**config.mk**
```make
export PLATFORM = sky130hd
export DESIGN_NAME = tpo_top
export DESIGN_NICKNAME = d
export VERILOG_FILES = /design/src/rtl/tpo_pkg.sv /design/src/rtl/tpo_top.sv
export SDC_FILE = /design/constraint.sdc
export NUM_CORES = 1
export LEC_CHECK = 0
export BUFFER_PORTS_ARGS = -buffer_cell sky130_fd_sc_hd__buf_2
export CORE_ASPECT_RATIO = 1.1
export CORE_MARGIN = 2
export CORE_UTILIZATION = 64
export DETAILED_ROUTE_END_ITERATION = 8
export PLACE_DENSITY = 0.8
export SLEW_MARGIN = 0
export SYNTH_ARGS = -nofsm -noshare
export SYNTH_HDL_FRONTEND = slang
export SYNTH_SLANG_ARGS = --single-unit
```
**constraint.sdc**
```tcl
create_clock -name clk_i -period 36.6 [get_ports clk_i]
set_clock_uncertainty 0.15 [all_clocks]
set_input_delay 7.32 -clock clk_i [delete_from_list [all_inputs] [get_ports clk_i]]
set_output_delay 7.32 -clock clk_i [all_outputs]
set_load 0.03 [all_outputs]
```
**src/rtl/tpo_pkg.sv**
```systemverilog
// Constants, register map and carrier types of the time proportioning output
package tpo_pkg;
    localparam int unsigned CLK_HZ = 25000000;
    // Timebase tick of 100 us; one tenth of a second is 1000 ticks
    localparam int unsigned TICK_US = 100;
    localparam int unsigned TICK_CYC = CLK_HZ / 1000000 * TICK_US;
    localparam logic [11:0] TICK_LAST = 12'(TICK_CYC - 1);
    localparam logic [9:0] TICKS_PER_TENTH = 10'h3e8;
    // Power in tenths of a percent
    localparam logic [9:0] FULL_SCALE = 10'h3e8;
    localparam logic signed [12:0] HALF_SCALE_S = 13'sh01f4;
    localparam logic signed [12:0] FULL_SCALE_S = 13'sh03e8;
    // Period in tenths of a second
    localparam logic [9:0] PER_MIN = 10'h001;
    localparam logic [9:0] PER_MIN_RELAY = 10'h032;
    localparam logic [9:0] PER_MAX = 10'h258;
    // Index of the last line cycle in a variable-mode burst step of three
    localparam logic [1:0] LINE_BLK_LAST = 2'h2;
    // Register byte offsets
    localparam logic [4:0] OFS_CTRL = 5'h00;
    localparam logic [4:0] OFS_DEMAND = 5'h04;
    localparam logic [4:0] OFS_PERIOD = 5'h08;
    localparam logic [4:0] OFS_LOW = 5'h0c;
    localparam logic [4:0] OFS_HIGH = 5'h10;
    localparam logic [4:0] OFS_STATUS = 5'h14;
    // Control register bit positions
    localparam int unsigned CTRL_DIGITAL = 0;
    localparam int unsigned CTRL_DIG_ON = 1;
    localparam int unsigned CTRL_VARIABLE = 2;
    localparam int unsigned CTRL_RELAY = 3;
    // Values after reset
    localparam logic [9:0] RST_PERIOD = 10'h064;
    localparam logic [9:0] RST_LOW = 10'h000;
    localparam logic [9:0] RST_HIGH = 10'h3e8;
    localparam logic [9:0] RST_DEMAND = 10'h000;

    typedef struct packed {
        logic digital;
        logic dig_on;
        logic var_sel;
        logic relay;
        logic [9:0] demand;
        logic [9:0] period;
        logic [9:0] low;
        logic [9:0] high;
    } tpo_cfg_t;

    typedef struct packed {
        logic cyc;
        logic stb;
        logic we;
        logic [3:0] sel;
        logic [4:0] adr;
        logic [31:0] dat;
    } tpo_wb_req_t;
endpackage

```
**src/rtl/tpo_top.sv**
```systemverilog
// Time proportioning output driver with a classic Wishbone register slave
//
// Overview of operation
// - Off or zero demand applies the low scale power; the output stays off only with low scale at 0.
// - On or full demand applies the high scale power; the output stays on only with high scale at 100.0.
// - Demands between zero and full switch using the selected time base.
// - A mode bit picks fixed period or line-cycle variable switching.
// - Average on fraction equals the demanded power in both methods.
// - Fixed mode: on for demanded fraction of period, then off, repeating.
// - Fixed period ranges 0.1 to 60.0 seconds in tenth steps.
// - Fixed period is ignored while variable mode is active.
// - Variable mode switches on line edges, at most every three cycles, apart from its first decision when it starts.
// - Variable mode: 66% gives six on three off, 50% three and three.
// - Low scale sets the power applied at zero or off demand.
// - High scale sets the power applied at full or on demand.
// - Demand is mapped linearly between low and high scale.
// - Both scales range 0.0 to 100.0 percent in tenth steps.
// - Relay variant has no variable mode, only fixed period.
// - Relay variant limits the fixed period to 5.0 to 60.0 seconds.
`timescale 1ns/10ps
module tpo_top
(
    input wire logic clk_i,
    input wire logic rst_i,
    input wire logic wb_cyc_i,
    input wire logic wb_stb_i,
    input wire logic wb_we_i,
    input wire logic [4:0] wb_adr_i,
    input wire logic [3:0] wb_sel_i,
    input wire logic [31:0] wb_dat_i,
    output logic [31:0] wb_dat_o,
    output logic wb_ack_o,
    input wire logic line_cyc_i,
    output logic load_on_o
);

    typedef struct packed {
        tpo_pkg::tpo_cfg_t cfg;
        logic [11:0] pre;
        logic [19:0] cnt;
        logic [19:0] per_tk;
        logic [19:0] on_tk;
        logic [9:0] eff_lat;
        logic var_lat;
        logic signed [12:0] acc;
        logic [1:0] blk;
        logic run;
        logic armed;
        logic out;
        logic [2:0] line_s;
        logic ack;
        logic [31:0] dat;
    } tpo_state_t;

    tpo_state_t state_r;
    tpo_state_t state_nxt;
    tpo_pkg::tpo_wb_req_t req;

    ////////////////////////////////////////////////////////////////////////
    // Helpers

    function automatic logic [9:0] tpo_sat_full(input logic [31:0] v);
        logic [9:0] r;
        r = (v > 32'(tpo_pkg::FULL_SCALE)) ? tpo_pkg::FULL_SCALE : v[9:0];
        return r;
    endfunction

    function automatic logic [9:0] tpo_sat_per(input logic [31:0] v);
        logic [9:0] r;
        r = v[9:0];
        if (v < 32'(tpo_pkg::PER_MIN))
        begin
            r = tpo_pkg::PER_MIN;
        end
        else if (v > 32'(tpo_pkg::PER_MAX))
        begin
            r = tpo_pkg::PER_MAX;
        end
        return r;
    endfunction

    ////////////////////////////////////////////////////////////////////////
    // Demand scaling and boundary detection

    logic [9:0] dem;
    logic [9:0] dem_inv;
    logic [20:0] mix;
    logic [9:0] eff;
    logic [9:0] per_use;
    logic new_var;
    logic tick;
    logic line_edge;
    logic fix_last;
    logic boundary;
    logic signed [12:0] acc_sum;
    logic burst_on;

    always_comb
    begin
        req = '{cyc: wb_cyc_i, stb: wb_stb_i, we: wb_we_i, sel: wb_sel_i, adr: wb_adr_i, dat: wb_dat_i};
        // Digital demand maps to the two ends of the scale
        if (state_r.cfg.digital)
        begin
            dem = state_r.cfg.dig_on ? tpo_pkg::FULL_SCALE : 10'h000;
        end
        else
        begin
            dem = state_r.cfg.demand;
        end
        dem_inv = tpo_pkg::FULL_SCALE - dem;
        // Linear blend between low and high scale
        mix = 21'(state_r.cfg.low * dem_inv) + 21'(state_r.cfg.high * dem);
        eff = 10'(mix / 21'(tpo_pkg::FULL_SCALE));
        // Relay variant never runs variable mode and has a longer least period
        new_var = state_r.cfg.var_sel & ~state_r.cfg.relay;
        per_use = state_r.cfg.period;
        if (state_r.cfg.relay && state_r.cfg.period < tpo_pkg::PER_MIN_RELAY)
        begin
            per_use = tpo_pkg::PER_MIN_RELAY;
        end
        tick = (state_r.pre == tpo_pkg::TICK_LAST);
        line_edge = state_r.line_s[1] & ~state_r.line_s[2];
        fix_last = (state_r.cnt == state_r.per_tk - 20'h00001);
        // New settings take effect only where a period or burst step begins
        // Nothing runs until the first demand has been written after reset
        boundary = (~state_r.run & state_r.armed)
            | (state_r.run & ~state_r.var_lat & tick & fix_last)
            | (state_r.run & state_r.var_lat & line_edge & (state_r.blk == tpo_pkg::LINE_BLK_LAST));
        // First-order error feedback keeps the long-run average exact
        acc_sum = state_r.acc + 13'(eff);
        burst_on = (acc_sum >= tpo_pkg::HALF_SCALE_S);
    end

    ////////////////////////////////////////////////////////////////////////
    // Next state

    always_comb
    begin
        state_nxt = state_r;
        state_nxt.line_s = {state_r.line_s[1:0], line_cyc_i};
        state_nxt.pre = tick ? 12'h000 : state_r.pre + 12'h001;

        if (boundary)
        begin
            state_nxt.run = 1'b1;
            state_nxt.var_lat = new_var;
            state_nxt.eff_lat = eff;
            state_nxt.cnt = 20'h00000;
            state_nxt.blk = 2'h0;
            // Period length used only by fixed mode
            state_nxt.per_tk = per_use * tpo_pkg::TICKS_PER_TENTH;
            state_nxt.on_tk = per_use * eff;
            if (new_var)
            begin
                // One decision per three line cycles
                state_nxt.out = burst_on;
                state_nxt.acc = burst_on ? acc_sum - tpo_pkg::FULL_SCALE_S : acc_sum;
            end
            else
            begin
                // Zero on-time holds off, full on-time holds on
                state_nxt.out = (per_use * eff) != 20'h00000;
                state_nxt.acc = 13'sh0000;
            end
        end
        else if (!state_r.var_lat && tick)
        begin
            state_nxt.cnt = state_r.cnt + 20'h00001;
            state_nxt.out = (state_r.cnt + 20'h00001) < state_r.on_tk;
        end
        else if (state_r.var_lat && line_edge)
        begin
            state_nxt.blk = state_r.blk + 2'h1;
        end

        ////////////////////////////////////////////////////////////////////
        // Wishbone slave: ack one cycle after the request, dropped next cycle

        state_nxt.ack = req.cyc & req.stb & ~state_r.ack;
        if (req.cyc && req.stb && !state_r.ack)
        begin
            state_nxt.dat = 32'h00000000;
            unique case (req.adr)
                tpo_pkg::OFS_CTRL:
                begin
                    state_nxt.dat[tpo_pkg::CTRL_DIGITAL] = state_r.cfg.digital;
                    state_nxt.dat[tpo_pkg::CTRL_DIG_ON] = state_r.cfg.dig_on;
                    state_nxt.dat[tpo_pkg::CTRL_VARIABLE] = state_r.cfg.var_sel;
                    state_nxt.dat[tpo_pkg::CTRL_RELAY] = state_r.cfg.relay;
                    if (req.we && req.sel[0])
                    begin
                        state_nxt.cfg.digital = req.dat[tpo_pkg::CTRL_DIGITAL];
                        state_nxt.cfg.dig_on = req.dat[tpo_pkg::CTRL_DIG_ON];
                        state_nxt.cfg.var_sel = req.dat[tpo_pkg::CTRL_VARIABLE];
                        state_nxt.cfg.relay = req.dat[tpo_pkg::CTRL_RELAY];
                    end
                end
                tpo_pkg::OFS_DEMAND:
                begin
                    state_nxt.dat[9:0] = state_r.cfg.demand;
                    if (req.we && req.sel[1:0] == 2'h3)
                    begin
                        state_nxt.cfg.demand = tpo_sat_full(req.dat);
                        state_nxt.armed = 1'b1;
                    end
                end
                tpo_pkg::OFS_PERIOD:
                begin
                    state_nxt.dat[9:0] = state_r.cfg.period;
                    if (req.we && req.sel[1:0] == 2'h3)
                    begin
                        state_nxt.cfg.period = tpo_sat_per(req.dat);
                    end
                end
                tpo_pkg::OFS_LOW:
                begin
                    state_nxt.dat[9:0] = state_r.cfg.low;
                    if (req.we && req.sel[1:0] == 2'h3)
                    begin
                        state_nxt.cfg.low = tpo_sat_full(req.dat);
                    end
                end
                tpo_pkg::OFS_HIGH:
                begin
                    state_nxt.dat[9:0] = state_r.cfg.high;
                    if (req.we && req.sel[1:0] == 2'h3)
                    begin
                        state_nxt.cfg.high = tpo_sat_full(req.dat);
                    end
                end
                tpo_pkg::OFS_STATUS:
                begin
                    state_nxt.dat[0] = state_r.out;
                    state_nxt.dat[1] = state_r.var_lat;
                    state_nxt.dat[2] = state_r.run;
                    state_nxt.dat[25:16] = state_r.eff_lat;
                end
                default:
                begin
                    state_nxt.dat = 32'h00000000;
                end
            endcase
            // Writes return zero read data
            if (req.we)
            begin
                state_nxt.dat = 32'h00000000;
            end
        end
    end

    ////////////////////////////////////////////////////////////////////////
    // State register

    always_ff @(posedge clk_i)
    begin
        if (rst_i)
        begin
            state_r <= '0;
            state_r.cfg.period <= tpo_pkg::RST_PERIOD;
            state_r.cfg.low <= tpo_pkg::RST_LOW;
            state_r.cfg.high <= tpo_pkg::RST_HIGH;
            state_r.cfg.demand <= tpo_pkg::RST_DEMAND;
        end
        else
        begin
            state_r <= state_nxt;
        end
    end

    assign load_on_o = state_r.out;
    assign wb_ack_o = state_r.ack;
    assign wb_dat_o = state_r.dat;

endmodule

```
======== Yosys cells after proc, flatten, opt, wreduce, memory -nomap -nowiden ========
Cells that the tools add are included.
word-level totals
  register bits after elaboration ......... 178
  output and inout port bits .............. 34
operators by class
  add/subtract/negate cells ............... 8
  multipliers ............................. 4
  divide/modulo/power cells ............... 1
  magnitude comparators ................... 6
  equal/unequal tests ..................... 9
  multiplexer cells ....................... 16
  bitwise gates (word level) .............. 19
  reduce and logical (&&, ||, !) cells .... 20
operator list
  kind                                                                 number
  2-to-1 mux 10 bit                                                    7
  greater-than comparator 32 x 10 -> 1 bit, second input constant      2
  multiplier 10 x 10 -> 20 bit                                         3
  < comparator 32 x 1 -> 1 bit, second input constant                  1
  2-to-1 mux 13 bit                                                    2
  2-to-1 mux 26 bit                                                    1
  one-hot mux 6 bit (4 select lines)                                   1
  adder 20 x 20 -> 21 bit                                              1
  divider 21 x 10 -> 21 bit, second input constant                     1
  adder 20 x 1 -> 20 bit, second input constant                        1
  == test 20 bit                                                       1
  < comparator 20 bit                                                  1
  nonzero test 20 bit                                                  1
  subtractor 20 x 1 -> 20 bit, second input constant                   1
  one-hot mux 3 bit (6 select lines)                                   1
  multiplier 10 x 7 -> 17 bit, second input constant                   1
  AND reduction 3 bit                                                  5
  adder 13 x 10 -> 13 bit                                              1
  greater-or-equal comparator 13 x 10 -> 1 bit, second input constant  1
  subtractor 13 x 11 -> 13 bit, second input constant                  1
  adder 12 x 1 -> 12 bit, second input constant                        1
  == test 12 bit, second input constant                                1
  bitwise AND 1 bit                                                    11
  == test 5 x 4 -> 1 bit, second input constant                        2
  other kinds (16)                                                     34

======== Logic depth before layout (Yosys ltp) ========
  depth after elaboration ................. 10
  gate-level depth with buffers ........... 89

======== Least setup slack after synthesis ========
Ideal clock, no wire load.
  kind .................................... register -> register
  start point ............................. register state_r[167] (netlist name)
  end point ............................... register state_r, in the netlist load_on_o
  data arrival time ....................... 19.678 ns
  setup slack ............................. 16.644 ns
  stages on the path, launching flop included .. 81
  path buffers ............................ 7
  clock period less this slack ............ 19.956 ns
  cells stage by stage .................... dfxtp_1 > nor2b_1 > inv_1 > ha_1 > a21boi_0 > o21ai_0 > nand3b_1 > xnor2_1 > nand2b_1 > fa_1 > fa_1 > inv_1 > fa_1 > inv_1 > fa_1 > inv_1 > fa_1 > fa_1 > (+45 left out) > inv_1 > fa_1 > inv_1 > ha_1 > a21oi_1 > o21bai_1 > a21oi_1 > o21bai_1 > a21oi_1 > o21bai_1 > a21oi_1 > o21bai_1 > a21oi_1 > xnor2_1 > or4_1 > or4_1 > a211oi_1 > o22ai_1
on the way
  word-level cells in the longest chain between the ends .. 9
  elaborated cells between the ends (all ways) .. 12
  those cells by class .................... add/sub (3); mul (3); div (1); order compare (1); mux (3); reduce/logical (1)
ends and longest elaborated chain
  element                                                                                     line                            text
  start, declared                                                                             tpo_top.sv:55                   tpo_state_t state_r;
  start signal, assigned                                                                      tpo_top.sv:266                  state_r <= state_nxt;
  2-to-1 mux 10 bit (*)                                                                       tpo_top.sv:102                  if (state_r.cfg.digital)
  subtractor 10 bit                                                                           tpo_top.sv:110                  dem_inv = tpo_pkg::FULL_SCALE - dem;
  multiplier 10 x 10 -> 20 bit                                                                tpo_top.sv:112                  mix = 21'(state_r.cfg.low * dem_inv) + 21'(state_r.cfg.high * dem);
  adder 20 x 20 -> 21 bit (*)                                                                 tpo_top.sv:112
  divider 21 x 10 -> 21 bit (*)                                                               tpo_top.sv:113                  eff = 10'(mix / 21'(tpo_pkg::FULL_SCALE));
  named net eff[1]                                                                            tpo_top.sv:88                   logic [9:0] eff;
  multiplier 10 x 10 -> 20 bit / adder 13 x 10 -> 13 bit (equally long branches)              tpo_top.sv:162, tpo_top.sv:130
  nonzero test 20 bit / greater-or-equal comparator 13 x 10 -> 1 bit (equally long branches)  tpo_top.sv:162, tpo_top.sv:131
  2-to-1 mux 1 bit (*)                                                                        tpo_top.sv:153                  if (new_var)
  2-to-1 mux 1 bit (*)                                                                        tpo_top.sv:143                  if (boundary)
The timed path passes the listed nets; every way through them passes the cells marked *.
A chain may end at the register's enable or synchronous reset.

======== Worst setup path after layout ========
  start point ............................. register state_r[180] (netlist name)
  end point ............................... register state_r, in the netlist load_on_o
on the way
  word-level cells in the longest chain between the ends .. 9
  elaborated cells between the ends (all ways) .. 12
  those cells by class .................... add/sub (3); mul (3); div (1); order compare (1); mux (3); reduce/logical (1)
ends and longest elaborated chain
  element                                                                                     line
  2-to-1 mux 10 bit (*)                                                                       tpo_top.sv:102
  subtractor 10 bit                                                                           tpo_top.sv:110
  multiplier 10 x 10 -> 20 bit                                                                tpo_top.sv:112
  adder 20 x 20 -> 21 bit (*)                                                                 tpo_top.sv:112
  divider 21 x 10 -> 21 bit (*)                                                               tpo_top.sv:113
  multiplier 10 x 10 -> 20 bit / adder 13 x 10 -> 13 bit (equally long branches)              tpo_top.sv:162, tpo_top.sv:130
  nonzero test 20 bit / greater-or-equal comparator 13 x 10 -> 1 bit (equally long branches)  tpo_top.sv:162, tpo_top.sv:131
  2-to-1 mux 1 bit (*)                                                                        tpo_top.sv:153
  2-to-1 mux 1 bit (*)                                                                        tpo_top.sv:143
Mark *: on every way between the ends. The rest lies on a longest branch, timed or not.

==> flow_metrics.env <==
export IMPL_postCtsSetupBuffers=0
export IMPL_clk_latency_ns=0.45
export IMPL_io_pins=81
export IMPL_drt_pass1_iterations=5
export IMPL_seq_power_share_pct=46.4
export IMPL_combPwrFrac_pct=6.7
export IMPL_p_int_uw=288
export IMPL_routedWlPerCell_um=18.8
export IMPL_dp_slack_ns=11.89
export IMPL_synthArstFlopShare_pct=0
export IMPL_synth_warnings=0
export IMPL_path_class="reg -> reg"
export IMPL_setup_ws_ns=11.53
export IMPL_cts_max_level=4
export IMPL_die_x_um=188
export IMPL_setup_tns_ns=0
export IMPL_worstPathRequired_ns=36.73
export IMPL_synth_avg_cell_area_um2=8.21
export IMPL_cts_tree="done"
export IMPL_routed_via_density=6.11
export IMPL_maxCapViolations=0
export IMPL_power_switching_uw=103
export IMPL_areaGrowthSynthToFinish_pct=4.26
export IMPL_synth_edf_count=0
export IMPL_ctsResizeCount=0
export IMPL_start_util_pct=64.5
export IMPL_post_synth_top_count_cell="inv_1"
export IMPL_ys_types=104
export IMPL_clkTransAtPathRegs_ns=0.08
export IMPL_grt_max_degree=88
export IMPL_die_height_um=206
export IMPL_cp_top_family="compound AO/OA/AOI/OAI gates"
export IMPL_route_final_wire_length_um=63200
export IMPL_cellPowerDensity_nw_per_um2=15.7
export IMPL_peakVddDrop_mv=0.0435
export IMPL_crit_path_end_kind="flop"
export IMPL_syn_inst=2903
export IMPL_root_buffer="clkbuf_16"
export IMPL_fmax_mhz=39.9
export IMPL_start_kind="flop"
export IMPL_numCtsBuffers=17
export IMPL_cts_buffer_depth=2
export IMPL_synth_top_cell_area_share_pct=21.2
export IMPL_yosysTopAreaCell="fa_1"
export IMPL_status="finished clean"
export IMPL_slowest_delay_ns=0.81
export IMPL_cpMostUsedCell="fa_1"
export IMPL_synth_seq_cells=166
export IMPL_hold_viol_final=0
export IMPL_post_route_period_util_pct=68.5
export IMPL_portBuffers=66
export IMPL_finalMaxSlewViolations=0
export IMPL_core_area_um2=36900
export IMPL_dp_cells=3335
export IMPL_vias=20600
export IMPL_antenna_found_initial=0
export IMPL_drc=0
export IMPL_rsz0062_at_grt="false"
export IMPL_cp_arrival_ns=25.20
export IMPL_initialDrtViolationCount=1600
export IMPL_fin_cells=3367
export IMPL_postCtsHoldBufs=0
export IMPL_grt_first_pass_wirelength_um=103000
export IMPL_grt_pass1_vias=20600
export IMPL_hpwlAfterDp_um=48500
export IMPL_switching_share_pct=26.4
export IMPL_hold_path_class="reg -> reg"
export IMPL_slew_headroom_pct=16.9
export IMPL_synthFlopType="dfxtp_1"
export IMPL_synthesis_area_um2=23800
export IMPL_antennaDiodeCount=0
export IMPL_total_leakage_power_uw=0.0119
export IMPL_cpMaxStageDelayCell="xor2_1"
export IMPL_clockPowerShare_pct=46.9
export IMPL_ant_nets=0
export IMPL_crit_fanout=24
export IMPL_setup_viol=0
export IMPL_ys_seq_area_share_pct=13.9
export IMPL_tightest_slew_ns=1.25
export IMPL_die_area_um2=38800
export IMPL_gp_congestion=0.919
export IMPL_final_nets=3393
export IMPL_grt_use_total_pct=32.8
export IMPL_drive_above_1_share_pct=6.33
export IMPL_synth_area_top_cells="fa_1, dfxtp_1, ha_1, inv_1, nor2_1"
export IMPL_grt_overflow_total=0
export IMPL_holdWs_ns=0.302
export IMPL_ys_top_cells_by_count="inv_1, nor2_1, nand2_1, fa_1, ha_1"
export IMPL_period_needed_ns=25.07
export IMPL_path_buf_inv=10
export IMPL_fp_row_count=74
export IMPL_clock_sinks=166
power by group through the flow:
stage / registers, µW / logic [µW] / clock network (µW)
finish: 182 / 26.2 / 183
global route: 182 / 28.9 / 191
CTS: 182 / 25.9 / 184
detailed placement: 186 / 25.5 / 0
global placement: 186 / 24.9 / 0
floorplan: 186 / 18.8 / 0
final cells by class:
cell class / instances / area, µm²
multi-input combinational: 2198 / 18300
fill: 2993 / 12100
sequential: 166 / 3320
inverter: 378 / 1420
tap: 494 / 618
timing repair buffer: 99 / 581
clock buffer: 20 / 447
clock inverter: 12 / 130
cell families (layout without fill, tap and decap cells):
family | count (synthesis) | in the layout | share of synthesized area [%]
AO/OA/AOI/OAI | 504 | 504 | 14.9
adder cells (fa/ha/maj) | 490 | 490 | 33.6
buffers and inverters | 550 | 509 | 9.39
other | 1 | 12 | 0.0157
AND/OR/NAND/NOR | 966 | 966 | 19.5
flip-flops | 166 | 166 | 13.9
multiplexers | 52 | 52 | 2.22
XOR/XNOR | 174 | 174 | 6.43
layout by cell type, fill, tap and decap left out, types with 14 or more instances in the layout:
cell type	instances
a211oi_1	26
a211o_1	14
and2_1	125
nand3_1	54
nand2_1	268
fa_1	252
mux2i_1	47
buf_2	65
a31oi_1	16
ha_1	234
nor2b_1	41
dfxtp_1	166
or3_1	15
a21o_1	30
nand2b_1	22
o211ai_1	16
a22oi_1	45
a21oi_1	128
xor2_1	83
and3_1	22
inv_1	372
clkbuf_16	17
nand4_1	15
buf_4	34
nor4_1	18
nor3_1	49
nor2_1	282
o21ai_0	61
xnor2_1	90
or4_1	14
o21bai_1	30
routing by layer:
metal  vias up  track usage [%]  part of all wire (%)
li1       9511                -                     -
met1     10000             38.6                    39
met2       788             58.6                    50
met3       231             3.92                   5.6
met4         0             17.5                   5.5
met5         -                0                     0
metrics by stage:
step,cell area (µm²),power (µW),utilization [%]
detailed placement,24300,211,65.7
global route,24800,402,67.3
CTS,24800,392,67.3
finish,24800,391,67.3
floorplan,23900,204,-
global placement,24300,211,65.7
worst paths after layout:
| check | slack, ns | cells past startpoint | from | end |
|---|---|---|---|---|
| worst max-delay path | 11.53 | 74 | state_r[180] | load_on_o |
| worst min-delay path | 0.30 | 1 | state_nxt[34] | state_nxt[35] |
| worst max register to register | 11.53 | 74 | state_r[180] | load_on_o |
| worst min register to register | 0.30 | 1 | state_nxt[34] | state_nxt[35] |
registers in the layout, summed over array words and instances, names as in the netlist:
| name | count |
|---|---|
| state_r | 142 |
| wb_dat_o | 20 |
| state_nxt | 2 |
| load_on_o | 1 |
| wb_ack_o | 1 |
(Power assumes the default switching activity.)
